## config.mk

```make
export PLATFORM = sky130hd
export DESIGN_NAME = ttc_top
export DESIGN_NICKNAME = d
export VERILOG_FILES = /design/src/rtl/ttc_pkg.sv /design/src/rtl/ttc_top.sv
export VERILOG_INCLUDE_DIRS = /design/src /design/src/rtl
export SDC_FILE = /design/constraint.sdc
export NUM_CORES = 1
export LEC_CHECK = 0
export BUFFER_PORTS_ARGS = -buffer_cell sky130_fd_sc_hd__buf_2
export CAP_MARGIN = 20
export CORE_MARGIN = 4
export CORE_UTILIZATION = 45
export CTS_BUF_LIST = sky130_fd_sc_hd__clkbuf_2
export DETAILED_ROUTE_END_ITERATION = 8
export PLACE_DENSITY_LB_ADDON = 0.3
export SLEW_MARGIN = 20
export SYNTH_ARGS = -nofsm -noshare
export SYNTH_HDL_FRONTEND = slang
export SYNTH_SLANG_ARGS = --single-unit
```

## constraint.sdc

```tcl
create_clock -name sys_clk_i -period 3.15 [get_ports sys_clk_i]
set_clock_uncertainty 0.05 [all_clocks]
set_input_delay 0.63 -clock sys_clk_i [delete_from_list [all_inputs] [get_ports sys_clk_i]]
set_output_delay 0.63 -clock sys_clk_i [all_outputs]
set_load 0.05 [all_outputs]
```

## src/rtl/ttc_defs.svh

```systemverilog
/*
 * Constants of the triple timer/counter unit: register indices, field
 * positions, reset values and machine-cycle timing.
 * Assumes it is included by bare name from the rtl/ folder.
 */
`ifndef TTC_DEFS_SVH
`define TTC_DEFS_SVH

// Register indices on the special function register port
`define TTC_A_CTL 4'h0
`define TTC_A_MODE 4'h1
`define TTC_A_C0L 4'h2
`define TTC_A_C0H 4'h3
`define TTC_A_C1L 4'h4
`define TTC_A_C1H 4'h5
`define TTC_A_T2C 4'h6
`define TTC_A_T2M 4'h7
`define TTC_A_CAPL 4'h8
`define TTC_A_CAPH 4'h9
`define TTC_A_C2L 4'ha
`define TTC_A_C2H 4'hb

// Field positions
`define TTC_CTL_LSB 4
`define TTC_DOWN_COUNT_ENABLE_BIT 0

// Reset values
`define TTC_RST_STATE '0
`define TTC_RST_BYTE 8'h00

// Machine cycle timing, in clocks
`define TTC_MC_CLKS_12 12
`define TTC_MC_CLKS_6 6
`define TTC_MC12_LAST 4'(`TTC_MC_CLKS_12 - 1)
`define TTC_MC6_LAST 4'(`TTC_MC_CLKS_6 - 1)
`define TTC_UPD_PH 4'h2
`define TTC_SMP_PH 4'h3

`endif

```

## src/rtl/ttc_pkg.sv

```systemverilog
/*
 * Types of the triple timer/counter unit.
 * Assumes ttc_defs.svh supplies the numeric constants.
 */
package ttc_pkg;

    // External pins, one bit each
    typedef struct packed {
        logic gate_pin_one;
        logic gate_pin_zero;
        logic timer2_trigger_pin;
        logic count_input_two;
        logic count_input_one;
        logic count_input_zero;
    } ttc_pins_s;

    // Per-timer nibble of the mode register
    typedef struct packed {
        logic gate_enable;
        logic function_select;
        logic mode_select_high;
        logic mode_select_low;
    } ttc_tmode_s;

    typedef struct packed {
        ttc_tmode_s tmr1;
        ttc_tmode_s tmr0;
    } ttc_mode_s;

    typedef struct packed {
        logic timer1_overflow_flag;
        logic timer1_run_bit;
        logic timer0_overflow_flag;
        logic timer0_run_bit;
    } ttc_ctl_s;

    typedef struct packed {
        logic timer2_overflow_flag;
        logic external_trigger_flag;
        logic receive_clock_select;
        logic transmit_clock_select;
        logic external_trigger_enable;
        logic timer2_run_bit;
        logic timer2_function_select;
        logic capture_reload_select;
    } ttc_t2c_s;

    // Result of one count step of timer 0 or 1
    typedef struct packed {
        logic ovf;
        logic [7:0] hi;
        logic [7:0] lo;
    } ttc_step_s;

    // Whole state of the unit
    typedef struct packed {
        logic [3:0] phase;
        ttc_pins_s sync1;
        ttc_pins_s sync2;
        ttc_pins_s sampled;
        ttc_pins_s fell;
        ttc_mode_s timer_mode_register;
        ttc_ctl_s ctl;
        logic [7:0] timer0_count_high_byte;
        logic [7:0] timer0_count_low_byte;
        logic [7:0] timer1_count_high_byte;
        logic [7:0] timer1_count_low_byte;
        ttc_t2c_s timer2_control_register;
        logic down_count_enable;
        logic [7:0] capture_high_byte;
        logic [7:0] capture_low_byte;
        logic [7:0] timer2_count_high_byte;
        logic [7:0] timer2_count_low_byte;
        logic [7:0] rdata;
        logic t1_pulse;
        logic t2_pulse;
        logic irq2;
    } ttc_state_s;

endpackage

```

## src/rtl/ttc_top.sv

```systemverilog
/*
 * Triple timer/counter unit: timers 0 and 1 with four modes each, and
 * timer 2 with capture, auto-reload, up/down and baud modes, reached
 * through a simple special function register port.
 * Assumes pins arrive asynchronously, and that the register port,
 * vector acknowledges and the 6-clock strap are on sys_clk_i.
 */
`timescale 1ns/10ps
`default_nettype none
`include "ttc_defs.svh"

module ttc_top
    import ttc_pkg::*;
(
    input wire logic sys_clk_i,
    input wire logic rst_b_i,
    input wire logic six_clk_mode_i,
    input wire ttc_pins_s pins_i,
    input wire logic tmr0_vector_ack_i,
    input wire logic tmr1_vector_ack_i,
    input wire logic [3:0] sfr_addr_i,
    input wire logic sfr_wr_i,
    input wire logic sfr_rd_i,
    input wire logic [7:0] sfr_wdata_i,
    output logic [7:0] sfr_rdata_o,
    output logic timer0_overflow_flag_o,
    output logic timer1_overflow_flag_o,
    output logic timer2_irq_o,
    output logic timer1_overflow_pulse_o,
    output logic timer2_reload_pulse_o
);

    ttc_state_s s;
    ttc_state_s n;
    logic [3:0] last;
    logic upd;
    logic smp;
    ttc_tmode_s m0;
    ttc_tmode_s m1;
    logic [1:0] md0;
    logic [1:0] md1;
    logic t0m3;
    logic en0;
    logic en1;
    logic inc0;
    logic inc1;
    logic set0;
    logic set1;
    ttc_step_s r0;
    ttc_step_s r1;
    ttc_t2c_s c2;
    logic baud;
    logic updown;
    logic inc2;
    logic ex2;
    logic [15:0] cnt2;
    logic [15:0] cap2;
    logic [15:0] nt2;
    logic [15:0] ncap;
    logic set_tf2;
    logic set_external_trigger_flag;
    logic tog_external_trigger_flag;
    ttc_ctl_s ctl_w;
    ttc_t2c_s t2c_w;

    // One count step of timer 0 or 1 in modes 0, 1 and 2
    function automatic ttc_step_s tstep(input logic [1:0] m,
                                        input logic [7:0] h,
                                        input logic [7:0] l);
        ttc_step_s r;
        r.ovf = 1'b0;
        r.hi = h;
        r.lo = l;
        case (m)
            2'd0: begin
                {r.ovf, r.hi, r.lo[4:0]} = {1'b0, h, l[4:0]} + 14'h0001;
            end
            2'd1: begin
                {r.ovf, r.hi, r.lo} = {1'b0, h, l} + 17'h0_0001;
            end
            2'd2: begin
                r.ovf = &l;
                r.lo = r.ovf ? h : l + 8'h01;
            end
            default: begin
                r.ovf = 1'b0;
            end
        endcase
        return r;
    endfunction

    // Write strobe for one register index
    function automatic logic wsel(input logic [3:0] a);
        return sfr_wr_i && (sfr_addr_i == a);
    endfunction

    // Next-state logic of the whole unit
    always_comb begin
        n = s;
        // Machine cycle of 12 or 6 clocks
        last = six_clk_mode_i ? `TTC_MC6_LAST : `TTC_MC12_LAST;
        upd = (s.phase == `TTC_UPD_PH);
        smp = (s.phase == `TTC_SMP_PH);
        n.phase = (s.phase == last) ? 4'h0 : s.phase + 4'h1;
        // Pin synchronisers, sampling and falling-edge detection
        n.sync1 = pins_i;
        n.sync2 = s.sync1;
        if (smp) begin
            n.sampled = s.sync2;
            n.fell = ttc_pins_s'(s.sampled & ~s.sync2);
        end

        // Timers 0 and 1
        m0 = s.timer_mode_register.tmr0;
        m1 = s.timer_mode_register.tmr1;
        md0 = {m0.mode_select_high, m0.mode_select_low};
        md1 = {m1.mode_select_high, m1.mode_select_low};
        t0m3 = (md0 == 2'd3);
        en0 = s.ctl.timer0_run_bit
              & (~m0.gate_enable | s.sync2.gate_pin_zero);
        inc0 = upd & en0
               & (m0.function_select ? s.fell.count_input_zero : 1'b1);
        en1 = (t0m3 | s.ctl.timer1_run_bit)
              & (~m1.gate_enable | s.sync2.gate_pin_one);
        inc1 = upd & en1 & (md1 != 2'd3)
               & (m1.function_select ? s.fell.count_input_one : 1'b1);
        set0 = 1'b0;
        set1 = 1'b0;
        r0 = tstep(md0, s.timer0_count_high_byte, s.timer0_count_low_byte);
        r1 = tstep(md1, s.timer1_count_high_byte, s.timer1_count_low_byte);
        if (t0m3) begin
            if (inc0) begin
                {set0, n.timer0_count_low_byte} =
                    {1'b0, s.timer0_count_low_byte} + 9'h001;
            end
            if (upd && s.ctl.timer1_run_bit) begin
                {set1, n.timer0_count_high_byte} =
                    {1'b0, s.timer0_count_high_byte} + 9'h001;
            end
        end else if (inc0) begin
            n.timer0_count_high_byte = r0.hi;
            n.timer0_count_low_byte = r0.lo;
            set0 = r0.ovf;
        end
        if (inc1) begin
            n.timer1_count_high_byte = r1.hi;
            n.timer1_count_low_byte = r1.lo;
        end
        n.t1_pulse = inc1 & r1.ovf;
        if (!t0m3) begin
            set1 = inc1 & r1.ovf;
        end

        // Timer 2
        c2 = s.timer2_control_register;
        baud = c2.receive_clock_select | c2.transmit_clock_select;
        updown = ~baud & ~c2.capture_reload_select & s.down_count_enable;
        inc2 = upd & c2.timer2_run_bit
               & (c2.timer2_function_select ? s.fell.count_input_two
                                            : 1'b1);
        ex2 = upd & c2.external_trigger_enable & s.fell.timer2_trigger_pin;
        cnt2 = {s.timer2_count_high_byte, s.timer2_count_low_byte};
        cap2 = {s.capture_high_byte, s.capture_low_byte};
        nt2 = cnt2;
        ncap = cap2;
        set_tf2 = 1'b0;
        set_external_trigger_flag = 1'b0;
        tog_external_trigger_flag = 1'b0;
        n.t2_pulse = 1'b0;
        if (baud) begin
            if (inc2) begin
                n.t2_pulse = &cnt2;
                nt2 = (&cnt2) ? cap2 : cnt2 + 16'h0001;
            end
            set_external_trigger_flag = ex2;
        end else if (c2.capture_reload_select) begin
            if (inc2) begin
                nt2 = cnt2 + 16'h0001;
                set_tf2 = &cnt2;
            end
            if (ex2) begin
                ncap = cnt2;
                set_external_trigger_flag = 1'b1;
            end
        end else if (!s.down_count_enable) begin
            if (ex2) begin
                nt2 = cap2;
                set_external_trigger_flag = 1'b1;
            end else if (inc2) begin
                nt2 = (&cnt2) ? cap2 : cnt2 + 16'h0001;
                set_tf2 = &cnt2;
            end
        end else if (inc2) begin
            if (s.sampled.timer2_trigger_pin) begin
                nt2 = (&cnt2) ? cap2 : cnt2 + 16'h0001;
                set_tf2 = &cnt2;
                tog_external_trigger_flag = &cnt2;
            end else begin
                nt2 = (cnt2 == cap2) ? 16'hffff
                                     : cnt2 - 16'h0001;
                set_tf2 = (cnt2 == cap2);
                tog_external_trigger_flag = (cnt2 == cap2);
            end
        end
        n.timer2_count_high_byte = nt2[15:8];
        n.timer2_count_low_byte = nt2[7:0];
        n.capture_high_byte = ncap[15:8];
        n.capture_low_byte = ncap[7:0];

        // Software writes to data registers take precedence over counting
        if (wsel(`TTC_A_MODE)) begin
            n.timer_mode_register = ttc_mode_s'(sfr_wdata_i);
        end
        if (wsel(`TTC_A_C0L)) begin
            n.timer0_count_low_byte = sfr_wdata_i;
        end
        if (wsel(`TTC_A_C0H)) begin
            n.timer0_count_high_byte = sfr_wdata_i;
        end
        if (wsel(`TTC_A_C1L)) begin
            n.timer1_count_low_byte = sfr_wdata_i;
        end
        if (wsel(`TTC_A_C1H)) begin
            n.timer1_count_high_byte = sfr_wdata_i;
        end
        if (wsel(`TTC_A_T2M)) begin
            n.down_count_enable = sfr_wdata_i[`TTC_DOWN_COUNT_ENABLE_BIT];
        end
        if (wsel(`TTC_A_CAPL)) begin
            n.capture_low_byte = sfr_wdata_i;
        end
        if (wsel(`TTC_A_CAPH)) begin
            n.capture_high_byte = sfr_wdata_i;
        end
        if (wsel(`TTC_A_C2L)) begin
            n.timer2_count_low_byte = sfr_wdata_i;
        end
        if (wsel(`TTC_A_C2H)) begin
            n.timer2_count_high_byte = sfr_wdata_i;
        end

        // Flags: hardware set beats a clear in the same cycle
        ctl_w = wsel(`TTC_A_CTL)
                ? ttc_ctl_s'(sfr_wdata_i[`TTC_CTL_LSB +: 4]) : s.ctl;
        n.ctl = ctl_w;
        n.ctl.timer0_overflow_flag = (ctl_w.timer0_overflow_flag
                                      & ~tmr0_vector_ack_i) | set0;
        n.ctl.timer1_overflow_flag = (ctl_w.timer1_overflow_flag
                                      & ~tmr1_vector_ack_i) | set1;
        t2c_w = wsel(`TTC_A_T2C) ? ttc_t2c_s'(sfr_wdata_i) : c2;
        n.timer2_control_register = t2c_w;
        n.timer2_control_register.timer2_overflow_flag =
            t2c_w.timer2_overflow_flag | set_tf2;
        n.timer2_control_register.external_trigger_flag =
            (t2c_w.external_trigger_flag ^ tog_external_trigger_flag) | set_external_trigger_flag;
        n.irq2 = n.timer2_control_register.timer2_overflow_flag
                 | (n.timer2_control_register.external_trigger_flag
                    & ~updown);

        // Registered read data
        if (sfr_rd_i) begin
            case (sfr_addr_i)
                `TTC_A_CTL: n.rdata = {s.ctl, 4'h0};
                `TTC_A_MODE: n.rdata = s.timer_mode_register;
                `TTC_A_C0L: n.rdata = s.timer0_count_low_byte;
                `TTC_A_C0H: n.rdata = s.timer0_count_high_byte;
                `TTC_A_C1L: n.rdata = s.timer1_count_low_byte;
                `TTC_A_C1H: n.rdata = s.timer1_count_high_byte;
                `TTC_A_T2C: n.rdata = c2;
                `TTC_A_T2M: n.rdata = {7'h00, s.down_count_enable};
                `TTC_A_CAPL: n.rdata = s.capture_low_byte;
                `TTC_A_CAPH: n.rdata = s.capture_high_byte;
                `TTC_A_C2L: n.rdata = s.timer2_count_low_byte;
                `TTC_A_C2H: n.rdata = s.timer2_count_high_byte;
                default: n.rdata = `TTC_RST_BYTE;
            endcase
        end
    end

    // State register
    always_ff @(posedge sys_clk_i or negedge rst_b_i) begin
        if (!rst_b_i) begin
            s <= `TTC_RST_STATE;
        end else begin
            s <= n;
        end
    end

    // Outputs straight from the state register
    assign sfr_rdata_o = s.rdata;
    assign timer0_overflow_flag_o = s.ctl.timer0_overflow_flag;
    assign timer1_overflow_flag_o = s.ctl.timer1_overflow_flag;
    assign timer2_irq_o = s.irq2;
    assign timer1_overflow_pulse_o = s.t1_pulse;
    assign timer2_reload_pulse_o = s.t2_pulse;
endmodule // ttc_top

`default_nettype wire

```

==> metrics.log, run 1 <==
[metrics] outcome: completed
[metrics] Die Outline Area: about 0.022 sq mm
[metrics] commonest register cell after synthesis: sky130_fd_sc_hd__dfrtp_1
[metrics] relative slew slack: 51.2%
[metrics] Finish-stage setup viols: 0
[metrics] aggregate global routing overflow: 0
[metrics] Initial Utilization: 46.0%
[metrics] Slew Limit Fails: 0
[metrics] clock tree from TritonCTS: done
[metrics] terminus of the critical flop-to-flop path: cnt2[7]
[metrics] number of register bits inferred by synthesis: between 100 and 150
[metrics] root buffer selected by CTS: sky130_fd_sc_hd__clkbuf_2
[metrics] height of the die: ~150 um
[metrics] Syn. warnings: 0
[metrics] DRC viols: 0
[metrics] hpwl dp: between 20000 and 25000 um
[metrics] worst-case setup margin in the final layout: 0.357 ns
[metrics] post-CTS clock slew at the launch and capture registers of the worst setup and hold paths: roughly 0.22 ns
[metrics] Net Switching: between 3000 and 4000 uW
[metrics] most used cells in the layout excluding fill and tap cells: 120 x sky130_fd_sc_hd__dfrtp_1, 101 x sky130_fd_sc_hd__nand2_1, 98 x sky130_fd_sc_hd__nor2_1
[metrics] maximum frequency from static timing analysis: 358 MHz
[metrics] leakage dissipation: a little under 0.004 uW
[metrics] detailed-route wire length: approximately 33000 um
[metrics] layout-stage area growth over the synthesis result: 10.3%
[metrics] kind of start point of the critical path: flip-flop
[metrics] syn_nets: 1121
[metrics] maximum fanout along the worst path: 10
[metrics] cell with the biggest individual delay on the critical path: sky130_fd_sc_hd__dfrtp_1
[metrics] cell area after layout: 0.00991 sq mm
[metrics] placed instance area: 0.00960 sq mm
[metrics] fillcell total: roughly 1900
[metrics] average detailed-routed wire length per instance: roughly 24 um
[metrics] first-pass GRT wire length: between 50000 and 60000 um
[metrics] GRT Overall Usage: between 20% and 30%
[metrics] I/O pins: 38
[metrics] RSZ-0062 raised after global routing: false
[metrics] clock sink count: 120
[metrics] routability congestion estimate from global placement: around 1
[metrics] time the worst path needs with I/O delays and setup: between 2 and 3 ns
[metrics] kind of end point of the critical path: flip-flop
[metrics] number of rows created at floorplan: just over 50
[metrics] most common cell after layout, fill and taps aside: sky130_fd_sc_hd__dfrtp_1
[metrics] maximum number of pins on one net before global-route repair: between 50 and 60
[metrics] number of global-route vias before repair: slightly below 9000
[metrics] number of antenna violations at the first check in global routing: 1
[metrics] minimum setup slack after placement: between 0.3 and 0.4 ns
[metrics] Reg2Reg Setup Slack: between 0.3 and 0.4 ns
[metrics] fraction of power consumed by sequential logic: between 30 and 40%
[metrics] Crit path largest cell delay: 0.47 ns
[metrics] start-to-end type of the worst setup path: flip-flop to flip-flop
[metrics] netlist area before placement: 0.00898 sq mm
[metrics] Worst-Margin Slew: slightly above 0.7 ns
[metrics] Worst Reg-to-Reg Cells: 9
[metrics] Worst setup startpoint: s[120]
[metrics] fraction of registers with async set/reset: 100%
[metrics] maximum buffer depth of the clock tree: 2
[metrics] critical path arrival: 3.36 ns
[metrics] Hold WC Path Type: input port to flip-flop
[metrics] port bufs: 37
[metrics] fraction of final layout cells sized beyond drive strength 1: ~16%
[metrics] instance count of the mapped netlist: around 1100
[metrics] total placed cells including tap cells: roughly 1400
[metrics] origin of the critical flop-to-flop path: s[120]
[metrics] core footprint: just under 0.02 sq mm
[metrics] count of H-tree levels built during CTS: 4
[metrics] endpoints failing hold: 0
[metrics] internal power: approximately 3700 uW
[metrics] Worst setup endpoint: cnt2[7]
[metrics] pwr dens: approximately 740 mW/mm^2
[metrics] setup tns final: 0 ns
[metrics] CP required: 3.72 ns
[metrics] die width: roughly 150 um
[metrics] number of vias per cell: approximately 6.6
[metrics] detailed router's first-iteration violation count: between 1000 and 1500
[metrics] setup bufs post-CTS: 0
[metrics] ordered list of cells on the worst path: inv_1 > ha_1 > nor3b_4 > and3_2 > or3_1 > nand2_1 > a221o_1 > a211oi_1 > nor3_1
[metrics] Post-Synthesis Mean Instance Area: approximately 8.3 sq um
[metrics] share of power burned in the clock network: between 10% and 20%
[metrics] Cell variety after synth: between 70 and 80
[metrics] clock buffer count from CTS: 17
[metrics] switching part of the total power: 49.2%
[metrics] worst supply voltage drop on vdd: 0.456 mV
[metrics] number of search-and-repair iterations in the first detailed-routing pass: 8
[metrics] sequential cell area fraction in the yosys report: around 33%
[metrics] max-capacitance violation count: 0
[metrics] number of routed nets with antenna violations: 0
[metrics] worst-skew pair later-pin latency: between 0.7 and 0.8 ns
[metrics] final critical-path share of the clock period: between 80 and 90%
[metrics] combinational group share of total power: 48.2%
[metrics] vias after detailed routing: just over 9000
[metrics] final standard cell count with taps included and fillers excluded: between 1000 and 1500
[metrics] EDFF count, synth: 0
[metrics] net total in the final layout: 1158
-- layout make-up --
type	count	area, sq um	area share, %
Antenna cell	1	2.50	0.0253
Timing Repair Buffer	106	754	7.61
Clock inverter	14	139	1.40
Clock buffer	18	90.1	0.909
Inverter	19	71.3	0.720
Multi-Input combinational cell	854	5520	55.7
Sequential cell	120	3000	30.3
Tap cell	265	332	3.35
-- timing repair --
action | in CTS | in global routing
endpoints found under the setup margin | 0 | 1
endpoints found under the hold margin | 54 | 0
resized for setup | 0 | 1
hold buffers | 8 | 0
-- kinds of logic after synthesis --
group,share of synthesized area [%]
simple gates,22.1
compound gates,23.1
flops,33.4
buf+inv,5.19
mux,8.51
xor+xnor,5.56
fa+ha+maj,2.09
-- cells in the mapped netlist (12+ instances only) --
library cell               number  area [sq um]
sky130_fd_sc_hd__dfrtp_1      120          3000
sky130_fd_sc_hd__nand2_1      101           379
sky130_fd_sc_hd__nor2_1        98           368
sky130_fd_sc_hd__o21ai_0       90           450
sky130_fd_sc_hd__a21oi_1       71           355
sky130_fd_sc_hd__clkbuf_1      55           206
sky130_fd_sc_hd__mux2i_1       39           390
sky130_fd_sc_hd__nand3_1       38           190
sky130_fd_sc_hd__xor2_1        33           289
sky130_fd_sc_hd__mux2_2        30           338
sky130_fd_sc_hd__nor3_1        27           135
sky130_fd_sc_hd__a31oi_1       24           150
sky130_fd_sc_hd__xnor2_1       24           210
sky130_fd_sc_hd__and3_1        20           125
sky130_fd_sc_hd__inv_1         19          71.3
sky130_fd_sc_hd__nand2b_1      18           113
sky130_fd_sc_hd__buf_2         16          80.1
sky130_fd_sc_hd__ha_1          15           188
sky130_fd_sc_hd__a221oi_1      14           123
sky130_fd_sc_hd__nor2b_1       14          87.6
sky130_fd_sc_hd__or3_1         13          81.3
sky130_fd_sc_hd__a211oi_1      12          90.1
sky130_fd_sc_hd__buf_4         12          90.1
-- power by group through the flow --
stage / clock network [uW] / logic [uW] / registers [uW]
floorplan: 0 / 2530 / 2430
global placement: 0 / 3410 / 2750
detailed placement: 0 / 3420 / 2750
CTS: 1050 / 3440 / 2720
global route: 1110 / 3830 / 2800
finish: 1040 / 3530 / 2760
-- per-layer routing --
layer	up-vias	GRT usage (%)	share of wire [%]
met3	155	6.56	10
met5	-	0	0
met4	0	17.2	6.5
li1	4067	-	-
met2	637	45.0	44
met1	4359	39.3	39
-- worst min-delay path by stage --
| stage | start | slack, ns | depth (start not counted) | to |
|---|---|---|---|---|
| after floorplan | rst_b_i | 0.28 | 0 | c2[0] |
| final | tmr1_vector_ack_i | 0.17 | 3 | timer1_overflow_flag_o |
| after global placement | n[112] | 0.28 | 0 | s[112] |
| after global routing | tmr1_vector_ack_i | 0.13 | 3 | timer1_overflow_flag_o |
| after detailed placement | n[113] | 0.29 | 0 | s[113] |
| after CTS | tmr1_vector_ack_i | 0.15 | 3 | timer1_overflow_flag_o |
-- metrics by stage --
step	hold slack [ns]	total power (uW)	utilization, %
floorplan	0.281	4960	-
global placement	0.282	6160	49.1
detailed placement	0.287	6180	49.1
CTS	0.146	7210	50.7
global route	0.133	7740	50.7
finish	0.175	7330	50.7
-- sequential cells by signal, indices dropped and copies added (netlist names) --
name and count:
m1 4, timer2_reload_pulse_o 1, n 6, cap2 16
m0 4, s 53, timer0_overflow_flag_o 1, timer1_overflow_flag_o 1
sfr_rdata_o 8, c2 8, timer1_overflow_pulse_o 1, cnt2 16
timer2_irq_o 1
-- worst max-delay path: cells and delay by family (launching register included) --
family,cells,cell delay [ns]
AOI/OAI and AO/OA,2,0.49
buffers and inverters,1,0.08
DFF,1,0.47
adders and majority gates,1,0.14
and+or+nand+nor,5,1.44
(Power assumes the default switching activity.)
==> run 2, diff against run 1 <==
--- a/config.mk
+++ b/config.mk
@@ -6,6 +6,7 @@
 export SDC_FILE = /design/constraint.sdc
 export NUM_CORES = 1
 export LEC_CHECK = 0
+export ABC_AREA = 1
 export BUFFER_PORTS_ARGS = -buffer_cell sky130_fd_sc_hd__buf_2
 export CAP_MARGIN = 20
 export CORE_MARGIN = 4
==> metrics.log, run 2 <==
[metrics] outcome: completed
[metrics] GRT Overall Usage: 29.3% (-0.46 points)
[metrics] final critical-path share of the clock period: 82.8% (-5.8 points)
[metrics] overall power of the completed layout: 7460 uW (+1.9%)
[metrics] fraction of final layout cells sized beyond drive strength 1: 10.3% (-5.8 points)
[metrics] aggregate global routing overflow: 0 (unchanged)
[metrics] largest reg by FF count: s
[metrics] Worst Reg-to-Reg Cells: 9 (unchanged)
[metrics] instance count of the mapped netlist: 1368 (+27%)
[metrics] Hold WC Path Type: input port to flip-flop
[metrics] count of H-tree levels built during CTS: 4 (unchanged)
[metrics] leakage dissipation: 0.00498 uW (+27%)
[metrics] syn_nets: 1408 (+26%)
[metrics] commonest register cell after synthesis: sky130_fd_sc_hd__dfrtp_1
[metrics] worst-case setup margin in the final layout: 0.542 ns (+0.184 ns)
[metrics] routability congestion estimate from global placement: 1.04 (+2.8%)
[metrics] Syn. warnings: 0 (unchanged)
[metrics] number of vias per cell: 5.87 (-11%)
[metrics] start-to-end type of the worst setup path: flip-flop to flip-flop
[metrics] most repeated cell in the gate-level netlist after synthesis: sky130_fd_sc_hd__nand2_1
[metrics] most area-consuming cells after synthesis: sky130_fd_sc_hd__dfrtp_1 33%, sky130_fd_sc_hd__nand2_1 16%, sky130_fd_sc_hd__inv_1 7.8%, sky130_fd_sc_hd__nand3_1 7.5%, sky130_fd_sc_hd__o21ai_0 4.3%
[metrics] number of antenna violations at the first check in global routing: 3 (+2)
[metrics] worst min-delay path endpoint: timer0_overflow_flag_o
[metrics] kind of end point of the critical path: flip-flop
[metrics] proportion of netlist area held by the largest area contributor: 32.7% (-0.73 points)
[metrics] number of search-and-repair iterations in the first detailed-routing pass: 9 (+1)
[metrics] terminus of the critical flop-to-flop path: cap2[0]
[metrics] max-capacitance violation count: 0 (unchanged)
[metrics] maximum fanout along the worst path: 14 (+4)
[metrics] netlist area before placement: 0.00919 sq mm (+2.2%)
[metrics] DRC viols: 0 (unchanged)
[metrics] Worst-Margin Slew: 0.547 ns (-0.180 ns)
[metrics] number of global-route vias before repair: 9268 (+5.4%)
[metrics] die width: 151 um (+1.0%)
[metrics] core footprint: 0.0198 sq mm (+1.3%)
[metrics] maximum frequency from static timing analysis: 383 MHz (+7.1%)
[metrics] Finish-stage setup viols: 0 (unchanged)
[metrics] Cell variety after synth: 49 (-38%)
[metrics] maximum number of pins on one net before global-route repair: 53 (+1.9%)
[metrics] layout-stage area growth over the synthesis result: 7.96%
[metrics] number of rows created at floorplan: 51 (unchanged)
[metrics] Die Outline Area: 0.0228 sq mm (+2.1%)
[metrics] setup tns final: 0 ns (unchanged)
[metrics] root buffer selected by CTS: sky130_fd_sc_hd__clkbuf_2
[metrics] sequential cell area fraction in the yosys report: 32.7% (-0.73 points)
[metrics] clock tree from TritonCTS: done
[metrics] minimum setup slack after placement: 0.642 ns (+0.329 ns)
[metrics] hpwl dp: 24400 um (+4.3%)
[metrics] height of the die: 151 um (+1.0%)
[metrics] most common library cells after synthesis: 382 x sky130_fd_sc_hd__nand2_1, 190 x sky130_fd_sc_hd__inv_1, 137 x sky130_fd_sc_hd__nand3_1
[metrics] proportion of synthesized area in mux cells: 0.490% (-8.0 points)
[metrics] Slew Limit Fails: 0 (unchanged)
[metrics] vias after detailed routing: 9908 (+7.5%)
[metrics] average detailed-routed wire length per instance: 19.2 um (-19%)
[metrics] time the worst path needs with I/O delays and setup: 2.61 ns (-0.184 ns)
[metrics] worst hold start: tmr0_vector_ack_i
[metrics] flip-flop count of the largest register, all copies and words added: 53 (unchanged)
[metrics] clock sink count: 120 (unchanged)
[metrics] clock buffer count from CTS: 17 (unchanged)
[metrics] I/O pins: 38 (unchanged)
[metrics] kind of start point of the critical path: flip-flop
[metrics] fraction of registers with async set/reset: 100% (unchanged)
[metrics] endpoints failing hold: 0 (unchanged)
[metrics] critical path arrival: 3.16 ns (-0.20 ns)
[metrics] largest area contributor in the synthesized netlist: sky130_fd_sc_hd__dfrtp_1
[metrics] area fraction in compound gates after synthesis: 18.4% (-4.7 points)
[metrics] relative slew slack: 63.5% (+12 points)
[metrics] RSZ-0062 raised after global routing: false
[metrics] maximum buffer depth of the clock tree: 2 (unchanged)
[metrics] port bufs: 37 (unchanged)
[metrics] detailed router's first-iteration violation count: 1278 (+13%)
[metrics] number of register bits inferred by synthesis: 120 (unchanged)
[metrics] number of routed nets with antenna violations: 0 (unchanged)
[metrics] most common cell after layout, fill and taps aside: sky130_fd_sc_hd__nand2_1
[metrics] origin of the critical flop-to-flop path: s[120]
[metrics] most used cells in the layout excluding fill and tap cells: 382 x sky130_fd_sc_hd__nand2_1, 190 x sky130_fd_sc_hd__inv_1, 137 x sky130_fd_sc_hd__nand3_1
[metrics] detailed-route wire length: 32500 um (-1.8%)
[metrics] Post-Synth XOR/XNOR Area: 2.67% (-2.9 points)
[metrics] Reg2Reg Setup Slack: 0.54 ns (+0.18 ns)
[metrics] core occupancy in the finished layout: 50.1% (-0.62 points)
[metrics] WHS Path Cells: 4 (+1)
[metrics] first-pass GRT wire length: 51500 um (+0.67%)
[metrics] pwr dens: 753 mW/mm^2 (+1.8%)
[metrics] post-CTS clock slew at the launch and capture registers of the worst setup and hold paths: 0.22 ns (about the same)
[metrics] worst supply voltage drop on vdd: 0.365 mV (-20%)
[metrics] worst-skew pair later-pin latency: 0.73 ns (about the same)
[metrics] setup bufs post-CTS: 0 (unchanged)
[metrics] net total in the final layout: 1450 (+25%)
[metrics] Post-Synthesis Mean Instance Area: 6.71 sq um (-19%)
[metrics] CP required: 3.70 ns (-0.02 ns)
[metrics] largest family of logic cells by synthesized area: simple AND/OR/NAND/NOR gates
[metrics] simple-gate share of the synthesized area: 32.1% (+10 points)
[metrics] arithmetic-cell share of the synthesized area counting full adders, half adders and majority gates: 2.04% (-0.046 points)
[metrics] EDFF count, synth: 0 (unchanged)
[metrics] Initial Utilization: 46.4% (+0.42 points)
-- run 2: cells by family (layout without fill, tap and decap cells) --
logic type | count (synthesis) | count (layout)
AND/OR/NAND/NOR | 681 | 681
AO/OA/AOI/OAI | 270 | 270
buffers and inverters | 250 | 305
flip-flops | 120 | 120
XOR/XNOR | 28 | 28
adder cells (fa/ha/maj) | 15 | 15
multiplexers | 4 | 4
other | 0 | 1
-- run 2: routing by layer --
layer / part of all wire [%] / global-route usage, % / vias up
met5: 0.19 / 0 / -
met3: 10 / 5.75 / 117
li1: - / - / 4614
met1: 40 / 39.9 / 4625
met4: 4.6 / 13.1 / 6
met2: 45 / 45.2 / 546
-- run 2: how the worst max path moves through the flow --
stage / startpoint / to / slack, ns / cells after the start
after global routing: s[120] / cap2[7] / 0.37 / 10
after floorplan: sfr_addr_i[3] / cap2[13] / 1.22 / 10
final: s[120] / cap2[0] / 0.54 / 9
after detailed placement: s[120] / cap2[0] / 0.64 / 9
after CTS: s[120] / cap2[1] / 0.59 / 9
after global placement: sfr_addr_i[1] / s[58] / 0.68 / 11
-- run 2: timing repair --
item                                   in CTS  in global routing
resized for setup                           0                  0
hold buffers                                7                  0
endpoints found under the hold margin      46                  0
-- run 2: final cells by class --
class | instances | area [sq um]
clock inverter | 15 | 141
tap | 265 | 332
sequential | 120 | 3000
timing repair buffer | 71 | 477
antenna | 1 | 2.50
inverter | 202 | 758
clock buffer | 17 | 85.1
multi-input combinational | 998 | 5120
fill | 2046 | 9870
-- run 2: stage by stage --
| step | cells | area, sq um | hold slack (ns) |
|---|---|---|---|
| after floorplan | 1368 | 9190 | 0.281 |
| after global placement | 1649 | 9620 | 0.283 |
| after detailed placement | 1649 | 9620 | 0.288 |
| after CTS | 1688 | 9910 | 0.0843 |
| after global routing | 1689 | 9920 | 0.0730 |
| final | 1689 | 9920 | 0.111 |
-- run 2: report_power, final --
part | internal [uW] | leakage, uW | total [uW] | switching (uW)
combinational | 1310 | 0.00337 | 3790 | 2480
clock | 299 | 0.000132 | 1000 | 701
sequential | 2020 | 0.00148 | 2670 | 653
-- run 2: critical path: stages, from the launching register on --
cell and delay (ns):
sky130_fd_sc_hd__dfrtp_1 0.48, sky130_fd_sc_hd__inv_1 0.08, sky130_fd_sc_hd__ha_1 0.15, sky130_fd_sc_hd__nand2_2 0.11, sky130_fd_sc_hd__inv_1 0.15, sky130_fd_sc_hd__nand3_2 0.33, sky130_fd_sc_hd__nor2_1 0.51, sky130_fd_sc_hd__inv_1 0.20
sky130_fd_sc_hd__nor2_1 0.28, sky130_fd_sc_hd__a221oi_1 0.15
==> run 3, diff against run 2 <==
--- a/config.mk
+++ b/config.mk
@@ -6,7 +6,7 @@
 export SDC_FILE = /design/constraint.sdc
 export NUM_CORES = 1
 export LEC_CHECK = 0
-export ABC_AREA = 1
+export ABC_AREA = 0
 export BUFFER_PORTS_ARGS = -buffer_cell sky130_fd_sc_hd__buf_2
 export CAP_MARGIN = 20
 export CORE_MARGIN = 4
==> constraint.sdc (replaced) <==
create_clock -name sys_clk_i -period 2.69 [get_ports sys_clk_i]
set_clock_uncertainty 0.05 [all_clocks]
set_input_delay 0.538 -clock sys_clk_i [delete_from_list [all_inputs] [get_ports sys_clk_i]]
set_output_delay 0.538 -clock sys_clk_i [all_outputs]
set_load 0.05 [all_outputs]
==> metrics.log, run 3 (synthesis results as in run 1) <==
[metrics] outcome: completed
[metrics] RSZ-0062 raised after global routing: true
[metrics] number of global-route vias before repair: 9037 (-2.5%)
[metrics] root buffer selected by CTS: sky130_fd_sc_hd__clkbuf_2
[metrics] most common cell after layout, fill and taps aside: sky130_fd_sc_hd__dfrtp_1
[metrics] height of the die: 149 um (-1.0%)
[metrics] leakage dissipation: 0.00416 uW (-16%)
[metrics] number of search-and-repair iterations in the first detailed-routing pass: 7 (-2)
[metrics] Slew Limit Fails: 0 (unchanged)
[metrics] time the worst path needs with I/O delays and setup: 2.58 ns (-0.0327 ns)
[metrics] cell with the biggest individual delay on the critical path: sky130_fd_sc_hd__dfrtp_1
[metrics] routability congestion estimate from global placement: 1.03 (-0.48%)
[metrics] fraction of final layout cells sized beyond drive strength 1: 19.5% (+9.2 points)
[metrics] internal power: 4670 uW (+29%)
[metrics] Initial Utilization: 46.0% (-0.42 points)
[metrics] endpoints failing hold: 0 (unchanged)
[metrics] setup tns final: 0 ns (unchanged)
[metrics] detailed-route wire length: 33900 um (+4.5%)
[metrics] register cell area after layout: 0.00301 sq mm (about the same)
[metrics] port bufs: 37 (unchanged)
[metrics] hpwl dp: 24700 um (+1.0%)
[metrics] overall power of the completed layout: 8930 uW (+20%)
[metrics] detailed router's first-iteration violation count: 1046 (-18%)
[metrics] maximum fanout along the worst path: 8 (-6)
[metrics] clock sink count: 120 (unchanged)
[metrics] CP required: 3.32 ns (-0.38 ns)
[metrics] Worst-Margin Slew: 0.647 ns (+0.0999 ns)
[metrics] worst hold start: tmr1_vector_ack_i
[metrics] combinational group share of total power: 48.7% (-2.1 points)
[metrics] maximum frequency from static timing analysis: 388 MHz (+1.3%)
[metrics] fraction of power consumed by sequential logic: 35.7% (about the same)
[metrics] I/O pins: 38 (unchanged)
[metrics] Reg2Reg Setup Slack: 0.11 ns (-0.43 ns)
[metrics] number of rows created at floorplan: 51 (unchanged)
[metrics] die width: 149 um (-1.0%)
[metrics] layout-stage area growth over the synthesis result: 14.6%
[metrics] Hold WC Path Type: input port to flip-flop
[metrics] worst supply voltage drop on vdd: 0.440 mV (+20%)
[metrics] Worst setup startpoint: cnt2[13]
[metrics] Finish-stage setup viols: 0 (unchanged)
[metrics] number of antenna violations at the first check in global routing: 1 (-2)
[metrics] critical path arrival: 3.20 ns (+0.04 ns)
[metrics] total placed cells including tap cells: 1398 (-15%)
[metrics] placed instance area: 0.00991 sq mm (+3.1%)
[metrics] relative slew slack: 55.8% (-7.7 points)
[metrics] final hold slack: 0.0695 ns (-0.0411 ns)
[metrics] most used cells in the layout excluding fill and tap cells: 118 x sky130_fd_sc_hd__dfrtp_1, 102 x sky130_fd_sc_hd__buf_4, 101 x sky130_fd_sc_hd__nand2_1
[metrics] clock tree from TritonCTS: done
[metrics] flip-flop count of the largest register, all copies and words added: 53 (unchanged)
[metrics] pwr dens: 867 mW/mm^2 (+15%)
[metrics] final critical-path share of the clock period: 95.8% (+13 points)
[metrics] origin of the critical flop-to-flop path: cnt2[13]
[metrics] ordered list of cells on the worst path: and4_1 > and3_1 > nand2_4 > mux2i_2 > a21oi_1 > a211o_1 > a221o_1
[metrics] GRT Overall Usage: 30.9% (+1.6 points)
[metrics] maximum number of pins on one net before global-route repair: 46 (-13%)
[metrics] number of routed nets with antenna violations: 0 (unchanged)
[metrics] first-pass GRT wire length: 52600 um (+2.1%)
[metrics] number of vias per cell: 6.40 (+9.2%)
[metrics] post-CTS clock slew at the launch and capture registers of the worst setup and hold paths: 0.25 ns (+0.03 ns)
[metrics] maximum buffer depth of the clock tree: 2 (unchanged)
[metrics] worst-skew pair later-pin latency: 0.78 ns (+0.05 ns)
[metrics] start-to-end type of the worst setup path: flip-flop to flip-flop
[metrics] DRC viols: 0 (unchanged)
[metrics] final standard cell count with taps included and fillers excluded: 1440 (-15%)
[metrics] Die Outline Area: 0.0223 sq mm (-2.1%)
[metrics] switching part of the total power: 47.7% (-3.7 points)
[metrics] Crit path largest cell delay: 0.56 ns (+0.05 ns)
[metrics] aggregate global routing overflow: 0 (unchanged)
[metrics] clock buffer count from CTS: 17 (unchanged)
[metrics] core footprint: 0.0195 sq mm (-1.3%)
[metrics] average detailed-routed wire length per instance: 23.6 um (+23%)
[metrics] net total in the final layout: 1201 (-17%)
[metrics] vias after detailed routing: 9222 (-6.9%)
[metrics] largest reg by FF count: s
[metrics] kind of start point of the critical path: flip-flop
[metrics] count of H-tree levels built during CTS: 4 (unchanged)
[metrics] multi-input gate area in the final layout: 0.00554 sq mm (+8.2%)
[metrics] kind of end point of the critical path: flip-flop
[metrics] Net Switching: 4260 uW (+11%)
[metrics] share of power burned in the clock network: 15.6% (+2.2 points)
[metrics] cell area after layout: 0.0103 sq mm (+3.8%)
[metrics] max-capacitance violation count: 0 (unchanged)
[metrics] fillcell total: 1896 (-7.3%)
==> run 3: layout make-up <==
cell class | count | area share [%]
multi-input combinational | 854 | 53.8
sequential | 120 | 29.2
timing repair buffer | 149 | 10.5
tap | 265 | 3.22
clock inverter | 15 | 1.82
clock buffer | 17 | 0.826
inverter | 19 | 0.693
antenna | 1 | 0.0243
==> run 3: stage by stage <==
step	worst slack (ns)	util, %
CTS	0.0745	52.6
finish	0.114	52.7
detailed placement	0.147	50.8
global placement	0.158	50.8
global route	-0.0208	52.7
floorplan	0.293	-
==> run 3: worst paths after layout <==
| kind | to | depth (start not counted) |
|---|---|---|
| worst min register to register | s[110] | 0 |
| min in group asynchronous | cnt2[9] | 2 |
| worst min-delay path | timer1_overflow_flag_o | 3 |
| worst max register to register | cnt2[1] | 7 |
| max in group asynchronous | sfr_rdata_o[1] | 3 |
| worst max-delay path | cnt2[1] | 7 |
==> run 3: layer usage <==
metal | up-vias | part of all wire (%) | wire length [um] | global-route usage [%]
met5 | - | 0 | 0 | 0
met1 | 4435 | 40 | 13700 | 39.3
li1 | 4147 | - | - | -
met3 | 134 | 8.0 | 2730 | 6.81
met4 | 0 | 5.6 | 1900 | 16.3
met2 | 506 | 46 | 15700 | 49.3
==> run 3: power groups by stage <==
stage	registers (uW)	logic (uW)	clock network (uW)
after floorplan	2840	2960	0
after global placement	3180	4220	0
after detailed placement	3180	4220	0
after CTS	3150	4250	1420
after global routing	3240	4720	1490
final	3190	4350	1400
==> run 3: worst max-delay path, delay by kind of cell, from the launching register on <==
kind,cells,cell delay (ns)
compound gates,3,0.68
flops,1,0.56
mux,1,0.26
simple gates,3,0.93
==> run 3: repair_timing <==
action	in CTS	in global routing
endpoints found under the setup margin	0	7
hold buffers	8	0
hold endpoints to repair	82	0
resized for setup	0	8
buffers inserted	0	1
